### config.mk
export PLATFORM = sky130hd
export DESIGN_NAME = ccu_top
export DESIGN_NICKNAME = d
export VERILOG_FILES = /design/src/ccu_pkg.sv /design/src/ccu_pin_if.sv /design/src/ccu_top.sv /design/src/ccu_pin_sync.sv
export SDC_FILE = /design/constraint.sdc
export NUM_CORES = 1
export LEC_CHECK = 0
export BUFFER_PORTS_ARGS = -buffer_cell sky130_fd_sc_hd__buf_2
export CAP_MARGIN = 20
export CORE_UTILIZATION = 61
export DETAILED_ROUTE_END_ITERATION = 10
export PLACE_DENSITY = 0.89
export SLEW_MARGIN = 40
export SYNTH_ARGS = -nofsm -noshare
export SYNTH_HDL_FRONTEND = slang
export SYNTH_HIERARCHICAL = 1
export SYNTH_SLANG_ARGS = --single-unit
### constraint.sdc
create_clock -name hclk -period 6.1 [get_ports hclk]
set_input_delay 0.61 -clock hclk [delete_from_list [all_inputs] [get_ports hclk]]
set_output_delay 0.61 -clock hclk [all_outputs]
set_load 0.03 [all_outputs]
### src/ccu_pkg.sv
// capture/compare unit package: register map, mode codes, pin constants
package ccu_pkg;
    localparam logic [31:0] CCU_OFF_CONTROL   = 32'h0000_0000;
    localparam logic [31:0] CCU_OFF_VALUE_LO  = 32'h0000_0004;
    localparam logic [31:0] CCU_OFF_VALUE_HI  = 32'h0000_0008;
    localparam logic [31:0] CCU_OFF_STATUS    = 32'h0000_000C;
    localparam logic [31:0] CCU_OFF_TIMEBASE  = 32'h0000_0010;
    localparam logic [31:0] CCU_OFF_PINSEL    = 32'h0000_0014;
    localparam logic [31:0] CCU_OFF_PWM       = 32'h0000_0018;

    localparam int CCU_MODE_LSB = 0;
    localparam int CCU_MODE_MSB = 3;

    // unit_mode_field codes
    localparam logic [3:0] CCU_M_OFF      = 4'h0;
    localparam logic [3:0] CCU_M_CMP_TGL  = 4'h2;
    localparam logic [3:0] CCU_M_CAP_FALL = 4'h4;
    localparam logic [3:0] CCU_M_CAP_RISE = 4'h5;
    localparam logic [3:0] CCU_M_CAP_R4   = 4'h6;
    localparam logic [3:0] CCU_M_CAP_R16  = 4'h7;
    localparam logic [3:0] CCU_M_CMP_SET  = 4'h8;
    localparam logic [3:0] CCU_M_CMP_CLR  = 4'h9;
    localparam logic [3:0] CCU_M_CMP_IRQ  = 4'hA;
    localparam logic [3:0] CCU_M_CMP_SPEC = 4'hB;
    localparam logic [3:0] CCU_M_PWM      = 4'hC;

    localparam logic [3:0] CCU_PRE_4  = 4'h3;
    localparam logic [3:0] CCU_PRE_16 = 4'hF;

    localparam int CCU_PWM_BITS = 10;
    localparam int CCU_SYNC_STAGES = 3;

    // status bits
    localparam int CCU_ST_EVENT = 0;
    localparam int CCU_ST_OVF   = 1;
    localparam int CCU_ST_SLEEP = 2;
endpackage

### src/ccu_pin_if.sv
// carrier between the core and its pin synchroniser
`timescale 1ns/1ns
`default_nettype none
interface ccu_pin_if;
    logic level;
    logic rise;
    logic fall;
    modport src (output level, output rise, output fall);
    modport dst (input level, input rise, input fall);
endinterface
`default_nettype wire

### src/ccu_top.sv
// capture/compare unit with AHB-Lite register slave
`timescale 1ns/1ns
`default_nettype none
module ccu_top
    import ccu_pkg::*;
#(
    parameter int TB_WIDTH = 16
) (
    input  wire logic        hclk,
    input  wire logic        hresetn,
    input  wire logic        hsel,
    input  wire logic [31:0] haddr,
    input  wire logic [1:0]  htrans,
    input  wire logic        hwrite,
    input  wire logic [2:0]  hsize,
    input  wire logic [31:0] hwdata,
    input  wire logic        hready,
    output logic      [31:0] hrdata,
    output logic             hreadyout,
    output logic             hresp,
    input  wire logic        pin_a_in,
    input  wire logic        pin_b_in,
    output logic             pin_a_out,
    output logic             pin_a_oe,
    output logic             pin_b_out,
    output logic             pin_b_oe,
    input  wire logic        timebase_tick,
    input  wire logic        tick_is_external,
    input  wire logic        sleep_req,
    input  wire logic        converter_enabled,
    output logic             conversion_start,
    output logic             unit_event_flag
);
    // the value pair is two bytes, so only a 16-bit timebase is served
    if (TB_WIDTH != 16) begin : g_width_chk
        $error("ccu_top: timebase must be 16 bits");
    end

    logic [7:0]          unit_control_r;
    logic [7:0]          value_low_byte_r;
    logic [7:0]          value_high_byte_r;
    logic                alternate_pin_select_r;
    logic [7:0]          pwm_period_value_r;
    logic [TB_WIDTH-1:0] tb_r;
    logic                ovf_r;
    logic                event_r;
    logic                cmp_latch_r;
    logic                reset_pending_r;
    logic                matched_r;
    logic [3:0]          pre_cnt_r;
    logic [CCU_PWM_BITS-1:0] pwm_cnt_r;
    logic [CCU_PWM_BITS-1:0] duty_act_r;
    logic                pwm_out_r;
    logic                wr_pend_r;
    logic [31:0]         addr_r;
    logic [31:0]         rdata_r;

    logic [3:0]          mode;
    logic                is_capture;
    logic                is_compare;
    logic                is_pwm;
    logic                owns_pin;
    logic                pin_drive;
    logic                match;
    logic                cap_edge;
    logic                cap_fire;
    logic                tick;
    logic                addr_ok;
    logic                wr_ctl;
    logic                clr_event;
    logic [TB_WIDTH-1:0] value_pair;
    logic                spec_reset;
    ccu_pin_if           pin_bus();

    // the pin routed by the alternate selection feeds the capture logic
    ccu_pin_sync u_sync (
        .hclk    (hclk),
        .hresetn (hresetn),
        .pin_in  (alternate_pin_select_r ? pin_b_in : pin_a_in),
        .pin     (pin_bus.src)
    );

    assign mode       = unit_control_r[CCU_MODE_MSB:CCU_MODE_LSB];
    assign value_pair = {value_high_byte_r, value_low_byte_r};
    assign is_capture = (mode >= CCU_M_CAP_FALL) && (mode <= CCU_M_CAP_R16);
    assign is_compare = (mode == CCU_M_CMP_TGL) || ((mode >= CCU_M_CMP_SET)
                        && (mode <= CCU_M_CMP_SPEC));
    assign is_pwm     = (mode >= CCU_M_PWM);
    // external ticks keep running in sleep, internal ones stop
    assign tick       = timebase_tick && (tick_is_external || !sleep_req);
    assign match      = is_compare && (tb_r == value_pair) && !sleep_req;
    // a tick in the very cycle of the first match is already the next edge
    assign spec_reset = tick && match && (reset_pending_r
                        || (!matched_r && mode == CCU_M_CMP_SPEC));

    // ---- AHB-Lite slave: zero wait states, always OKAY
    assign addr_ok   = hsel && hready && htrans[1];
    assign hreadyout = 1'b1;
    assign hresp     = 1'b0;
    assign hrdata    = rdata_r;
    assign wr_ctl    = wr_pend_r && (addr_r == CCU_OFF_CONTROL);
    assign clr_event = wr_pend_r && (addr_r == CCU_OFF_STATUS) && hwdata[CCU_ST_EVENT];

    always_ff @(posedge hclk or negedge hresetn) begin
        if (!hresetn) begin
            wr_pend_r <= 1'b0;
            addr_r    <= '0;
        end else begin
            wr_pend_r <= addr_ok && hwrite;
            addr_r    <= addr_ok ? {haddr[31:2], 2'b00} : addr_r;
        end
    end

    // read data registered in the address phase; unmapped reads as zero
    always_ff @(posedge hclk or negedge hresetn) begin
        if (!hresetn) begin
            rdata_r <= '0;
        end else if (addr_ok && !hwrite) begin
            unique case ({haddr[31:2], 2'b00})
                CCU_OFF_CONTROL:  rdata_r <= {24'h000000, unit_control_r};
                CCU_OFF_VALUE_LO: rdata_r <= {24'h000000, value_low_byte_r};
                CCU_OFF_VALUE_HI: rdata_r <= {24'h000000, value_high_byte_r};
                CCU_OFF_STATUS:   rdata_r <= {29'h0, sleep_req, ovf_r, event_r};
                CCU_OFF_TIMEBASE: rdata_r <= {16'h0000, tb_r};
                CCU_OFF_PINSEL:   rdata_r <= {31'h0, alternate_pin_select_r};
                CCU_OFF_PWM:      rdata_r <= {24'h000000, pwm_period_value_r};
                default:          rdata_r <= '0;
            endcase
        end
    end

    always_ff @(posedge hclk or negedge hresetn) begin
        if (!hresetn) begin
            unit_control_r         <= '0;
            value_low_byte_r       <= '0;
            value_high_byte_r      <= '0;
            alternate_pin_select_r <= 1'b0;
            pwm_period_value_r     <= '0;
        end else if (wr_pend_r) begin
            unique case (addr_r)
                CCU_OFF_CONTROL:  unit_control_r         <= hwdata[7:0];
                CCU_OFF_VALUE_LO: value_low_byte_r       <= hwdata[7:0];
                CCU_OFF_VALUE_HI: value_high_byte_r      <= hwdata[7:0];
                CCU_OFF_PINSEL:   alternate_pin_select_r <= hwdata[0];
                CCU_OFF_PWM:      pwm_period_value_r     <= hwdata[7:0];
                default:          ;
            endcase
        // a bus write to any register wins over a capture in the same cycle
        end else if (cap_fire) begin
            // newer capture overwrites an unread one
            {value_high_byte_r, value_low_byte_r} <= tb_r;
        end
    end

    // ---- timebase: shared counter model advanced by ticks
    always_ff @(posedge hclk or negedge hresetn) begin
        if (!hresetn) begin
            tb_r  <= '0;
            ovf_r <= 1'b0;
        end else begin
            // a bus write to the timebase swallows a tick of the same cycle
            if (wr_pend_r && addr_r == CCU_OFF_TIMEBASE) begin
                tb_r <= hwdata[TB_WIDTH-1:0];
            end else if (tick) begin
                // pending reset is dropped if the match went away
                if (spec_reset) begin
                    tb_r <= '0;
                end else begin
                    tb_r <= tb_r + 1'b1;
                end
            end
            if (tick && !spec_reset && (&tb_r)) begin
                ovf_r <= 1'b1;
            end else if (wr_pend_r && addr_r == CCU_OFF_STATUS && hwdata[CCU_ST_OVF]) begin
                ovf_r <= 1'b0;
            end
        end
    end

    // ---- compare: act once when the timebase first reaches the value
    always_ff @(posedge hclk or negedge hresetn) begin
        if (!hresetn) begin
            matched_r       <= 1'b0;
            reset_pending_r <= 1'b0;
            cmp_latch_r     <= 1'b0;
        end else begin
            // sleep must not re-arm a match that still stands on wake
            matched_r <= sleep_req ? matched_r : match;
            if (match && !matched_r && mode == CCU_M_CMP_SPEC) begin
                reset_pending_r <= 1'b1;
            end else if (tick || !match) begin
                reset_pending_r <= 1'b0;
            end
            if (wr_ctl && hwdata[7:0] == 8'h00) begin
                cmp_latch_r <= 1'b0;
            end else if (match && !matched_r) begin
                unique case (mode)
                    CCU_M_CMP_TGL: cmp_latch_r <= !cmp_latch_r;
                    CCU_M_CMP_SET: cmp_latch_r <= 1'b1;
                    CCU_M_CMP_CLR: cmp_latch_r <= 1'b0;
                    default:       ;
                endcase
            end
        end
    end

    // trigger is immediate on the first matching cycle
    assign conversion_start = match && !matched_r && (mode == CCU_M_CMP_SPEC)
                              && converter_enabled;

    // ---- capture prescaler
    assign cap_edge = (mode == CCU_M_CAP_FALL) ? pin_bus.fall : pin_bus.rise;
    always_comb begin
        unique case (mode)
            CCU_M_CAP_R4:  cap_fire = cap_edge && (pre_cnt_r[1:0] == CCU_PRE_4[1:0]);
            CCU_M_CAP_R16: cap_fire = cap_edge && (pre_cnt_r == CCU_PRE_16);
            default:       cap_fire = cap_edge && is_capture;
        endcase
    end

    always_ff @(posedge hclk or negedge hresetn) begin
        if (!hresetn) begin
            pre_cnt_r <= '0;
        end else if (!is_capture) begin
            pre_cnt_r <= '0;
        end else if (cap_edge) begin
            // selection changes alone leave the count alone
            pre_cnt_r <= pre_cnt_r + 1'b1;
        end
    end

    // ---- event flag: set wins over software clear
    always_ff @(posedge hclk or negedge hresetn) begin
        if (!hresetn) begin
            event_r <= 1'b0;
        end else if (cap_fire || (match && !matched_r)) begin
            event_r <= 1'b1;
        end else if (clr_event) begin
            event_r <= 1'b0;
        end
    end
    assign unit_event_flag = event_r;

    // ---- standard PWM: 10-bit base from period value, duty from low value byte and control bits 5:4
    always_ff @(posedge hclk or negedge hresetn) begin
        if (!hresetn) begin
            pwm_cnt_r  <= '0;
            duty_act_r <= '0;
            pwm_out_r  <= 1'b0;
        end else if (!is_pwm) begin
            pwm_cnt_r <= '0;
            pwm_out_r <= 1'b0;
        end else if (pwm_cnt_r == {pwm_period_value_r, 2'b11}) begin
            pwm_cnt_r  <= '0;
            duty_act_r <= {value_low_byte_r, unit_control_r[5:4]};
            pwm_out_r  <= ({value_low_byte_r, unit_control_r[5:4]} != '0);
        end else begin
            pwm_cnt_r <= pwm_cnt_r + 1'b1;
            // a duty above the period never matches and keeps the pin high
            if (pwm_cnt_r + 1'b1 == duty_act_r) begin
                pwm_out_r <= 1'b0;
            end
        end
    end

    // ---- pin ownership: none when off, capture, flag-only or trigger modes
    assign owns_pin  = is_pwm || (is_compare && mode != CCU_M_CMP_IRQ
                       && mode != CCU_M_CMP_SPEC);
    assign pin_drive = is_pwm ? pwm_out_r : cmp_latch_r;
    // direction bit lives in the port; oe here only claims the pin
    assign pin_a_out = !alternate_pin_select_r && owns_pin && pin_drive;
    assign pin_a_oe  = !alternate_pin_select_r && owns_pin;
    assign pin_b_out = alternate_pin_select_r && owns_pin && pin_drive;
    assign pin_b_oe  = alternate_pin_select_r && owns_pin;
endmodule
`default_nettype wire

### src/ccu_pin_sync.sv
// three-stage synchroniser and edge detector for the unit pin input
`timescale 1ns/1ns
`default_nettype none
module ccu_pin_sync
    import ccu_pkg::*;
(
    input  wire logic hclk,
    input  wire logic hresetn,
    input  wire logic pin_in,
    ccu_pin_if.src    pin
);
    logic [CCU_SYNC_STAGES-1:0] sync_r;
    logic                       level_r;

    always_ff @(posedge hclk or negedge hresetn) begin
        if (!hresetn) begin
            sync_r <= '0;
        end else begin
            sync_r <= {sync_r[CCU_SYNC_STAGES-2:0], pin_in};
        end
    end

    // a change counts only when the second and third stages agree
    always_ff @(posedge hclk or negedge hresetn) begin
        if (!hresetn) begin
            level_r <= 1'b0;
        end else if (sync_r[1] == sync_r[2]) begin
            level_r <= sync_r[2];
        end
    end

    assign pin.level = level_r;
    assign pin.rise  = (sync_r[1] == sync_r[2]) && sync_r[2] && !level_r;
    assign pin.fall  = (sync_r[1] == sync_r[2]) && !sync_r[2] && level_r;
endmodule
`default_nettype wire

==> results.py <==
metrics = {
    "status": {
        "status": "finished clean",
    },
    "cells_and_area": {
        "multi_input_area_um2": 3488,
        "seq_area_um2": 3253,
        "nNetsFinal": 822,
        "fin_area_um2": 7989,
        "n_antenna_cell": 0,
        "drive_gt1_share_pct": 25.47,
        "area_delta_synth_final_pct": 13.41,
        "nFillCells": 750,
    },
    "global_routing": {
        "gr-total-overflow": 0,
        "antenna_found_initial": 0,
        "grt_max_degree": 80,
        "grt_pass1_wl_mm": 28.02,
        "grt_use_total_pct": 31.63,
        "grt_pass1_vias": 5499,
    },
    "sta": {
        "fin_crit_ns": 3.247,
        "rsz0062_at_grt": "false",
        "worst_pin_slew_ns": 0.7196,
        "tns_ns": 0,
        "slew_headroom_pct": 52.03,
        "fin_skew_ns": 0.008470,
        "setup_viol": 0,
        "finalCritPeriodShare_pct": 53.23,
        "hold_viol": 0,
        "slew_violations": 0,
        "fmaxAchievable_ghz": 0.3080,
        "fin_ws_ns": 2.853,
        "hold_ws_ns": 0.2240,
    },
    "synth": {
        "yosysUniqueCellTypes": 61,
        "synth_edf_count": 0,
        "netlist_top_cells_area": "dfrtp_1 (46%), mux2_2 (9.3%), mux2i_1 (4.8%)",
        "synth_cells": 676,
        "async_reset_ff_share_pct": 100.0,
        "yosysTopAreaCell": "dfrtp_1",
        "yosysMostFrequentCell": "dfrtp_1",
        "synthesis.area_um2": 7044,
        "synth_ff_type": "dfrtp_1",
        "ys_top_cells_by_count": "dfrtp_1 (130), nand2_1 (66), mux2_2 (58)",
        "ys_seq_elements": 130,
        "yosysTopAreaCellShare_pct": 46.18,
        "syn_area_per_cell_um2": 10.42,
        "synth-warning-count": 6,
        "yosysSeqAreaShare_pct": 46.18,
    },
    "floorplan": {
        "dieArea_um2": 11980,
        "die_w_um": 109.5,
        "chipHeight_um": 109.5,
        "ios": 120,
        "coreArea_um2": 11030,
        "std_cell_rows": 38,
        "start_util_pct": 63.86,
    },
    "critical_path": {
        "cp.required_ns": 5.49,
        "max_stage_delay_ns": 0.51,
        "crit_end": "conversion_start",
        "crit_slowest_cell": "dfrtp_1",
        "arrival_ns": 2.64,
        "worstSetupStartpoint": "tb_r[15]",
        "ff2ff_path_depth": 6,
        "worstPathMaxFanout": 7,
        "worstReg2RegEnd": "tb_r[8]",
        "r2r_slack_ns": 3.49,
        "cp-end-kind": "primary output",
        "path_buf_inv": 1,
        "reg2reg_from": "tb_r[15]",
        "crit_cells": 6,
        "path_cells": "xnor2_1 > nand4_1 > nor3_2 > nand2_1 > nor3_1 > buf_2",
        "setup.worst_path.class": "reg2out",
        "crit_family": "simple AND/OR/NAND/NOR gates",
        "start_kind": "flip-flop",
    },
    "routing": {
        "finalWirelength_mm": 17.26,
        "wl_per_cell_um": 19.39,
        "routed-via-count": 5574,
        "drt_iter0_markers": 512,
        "detail_route.first_pass.iterations": 6,
        "routed_via_density": 6.263,
        "drcViolationCount": 0,
        "ant_nets": 0,
    },
    "placement": {
        "port_buffers": 79,
        "post-place-ws_ns": 3.235,
        "placed_area_um2": 7393,
        "detailed_place_hpwl_mm": 11.86,
        "place_congestion": 0.9185,
    },
    "cts": {
        "insertion_delay_ns": 0.42,
        "post_cts_buffers": 0,
        "cts_resized": 0,
        "cts_htree_levels": 4,
        "numCtsBuffers": 17,
        "cts_tree": "done",
        "clock-sinks": 130,
        "hold_buffers": 0,
        "cts_buffer_depth": 2,
        "cts_root_buf": "clkbuf_16",
        "path_clk_slew_ns": 0.06,
    },
    "hold_path": {
        "hp-class": "in2async",
    },
    "power": {
        "powerDensity_nw_per_um2": 282.6,
        "ir_drop_mv": 0.3496,
        "cellLeakagePower_nw": 3.609,
    },
    "flow_run": {
        "maxCapViolCount": 0,
    },
}
[through the flow]
stage          std cells  power, mW  util (%)
6_report             890      2.257     72.43
5_1_grt              890      2.331     72.43
4_1_cts              890      2.258     72.32
3_5_place_dp         858      1.262     67.03
3_3_place_gp         858      1.245     66.96
2_1_floorplan        692      1.178         -
[state kept, by name, summed over array words and instances, names as in the netlist, 3 cells and up]
name,flops
value_low_byte_r,8
duty_act_r,10
u_sync/sync_r,3
hrdata,16
pwm_period_value_r,8
tb_r,16
unit_control_r,8
pwm_cnt_r,10
addr_r,30
pre_cnt_r,4
value_high_byte_r,8
[power by group]
part / switching [mW] / internal [mW] / total, mW
registers: 0.0799 / 0.926 / 1.01
clock network: 0.394 / 0.604 / 0.998
logic: 0.138 / 0.115 / 0.253
total: 0.612 / 1.65 / 2.26
[cells by family (layout without fill, tap and decap cells)]
logic type	after synthesis	count (layout)	synth area share, %
other cells	2	18	0.1066
xor+xnor	52	52	6.465
compound gates	114	114	10.59
flops	130	130	46.18
buf+inv	72	130	5.364
mux	98	98	15.68
simple gates	203	203	14.72
fa+ha+maj	5	5	0.8881
[layout by cell type, fill, tap and decap left out, types with 4 or more instances in the layout]
master | Yosys | routed
o21ai_1 | 14 | 14
nor2_1 | 34 | 33
nand2_1 | 66 | 66
mux2i_1 | 34 | 34
a22oi_1 | 5 | 5
xor2_1 | 20 | 20
ha_1 | 5 | 5
or3_1 | 4 | 4
a21oi_1 | 11 | 11
nor4_1 | 18 | 18
o21ai_0 | 39 | 39
nand3_1 | 15 | 15
and3_1 | 8 | 7
clkinv_4 | 0 | 4
a31oi_1 | 6 | 6
buf_4 | 20 | 4
buf_2 | 14 | 78
and2_1 | 5 | 5
nor2b_1 | 16 | 16
nand4_1 | 8 | 8
mux2_2 | 58 | 58
dfrtp_1 | 130 | 130
xnor2_1 | 32 | 32
o31ai_1 | 8 | 8
inv_1 | 15 | 15
clkbuf_16 | 0 | 17
nor3_1 | 9 | 9
conb_1 | 2 | 18
a22o_1 | 8 | 8
[worst min-delay path by stage]
stage,start,end,slack (ns),cells after the start
global route,hresetn,u_sync/sync_r[2],0.26,1
detailed placement,u_sync/sync_r[0],u_sync/sync_r[1],0.35,0
global placement,u_sync/sync_r[0],u_sync/sync_r[1],0.35,0
finish,hresetn,u_sync/pin.level,0.22,1
floorplan,hresetn,addr_r[10],0.31,0
CTS,hresetn,u_sync/pin.level,0.24,1
[per-layer routing]
metal  track usage, %  vias to the layer above  part of all wire (%)
met4            15.14                        0                   3.9
met5                0                        -                     0
li1                 -                     2504                     -
met3            9.899                       66                   9.8
met2            50.27                      346                    47
met1            39.35                     2658                    39
[layout make-up]
cell class	count	share of cell area, %
clock buffer	17	5.325
clock inverter	15	1.989
inverter	15	0.7048
multi-input combinational	490	43.66
sequential	130	40.72
tap	140	2.193
timing repair buffer	83	5.403
(Power assumes the default switching activity.)
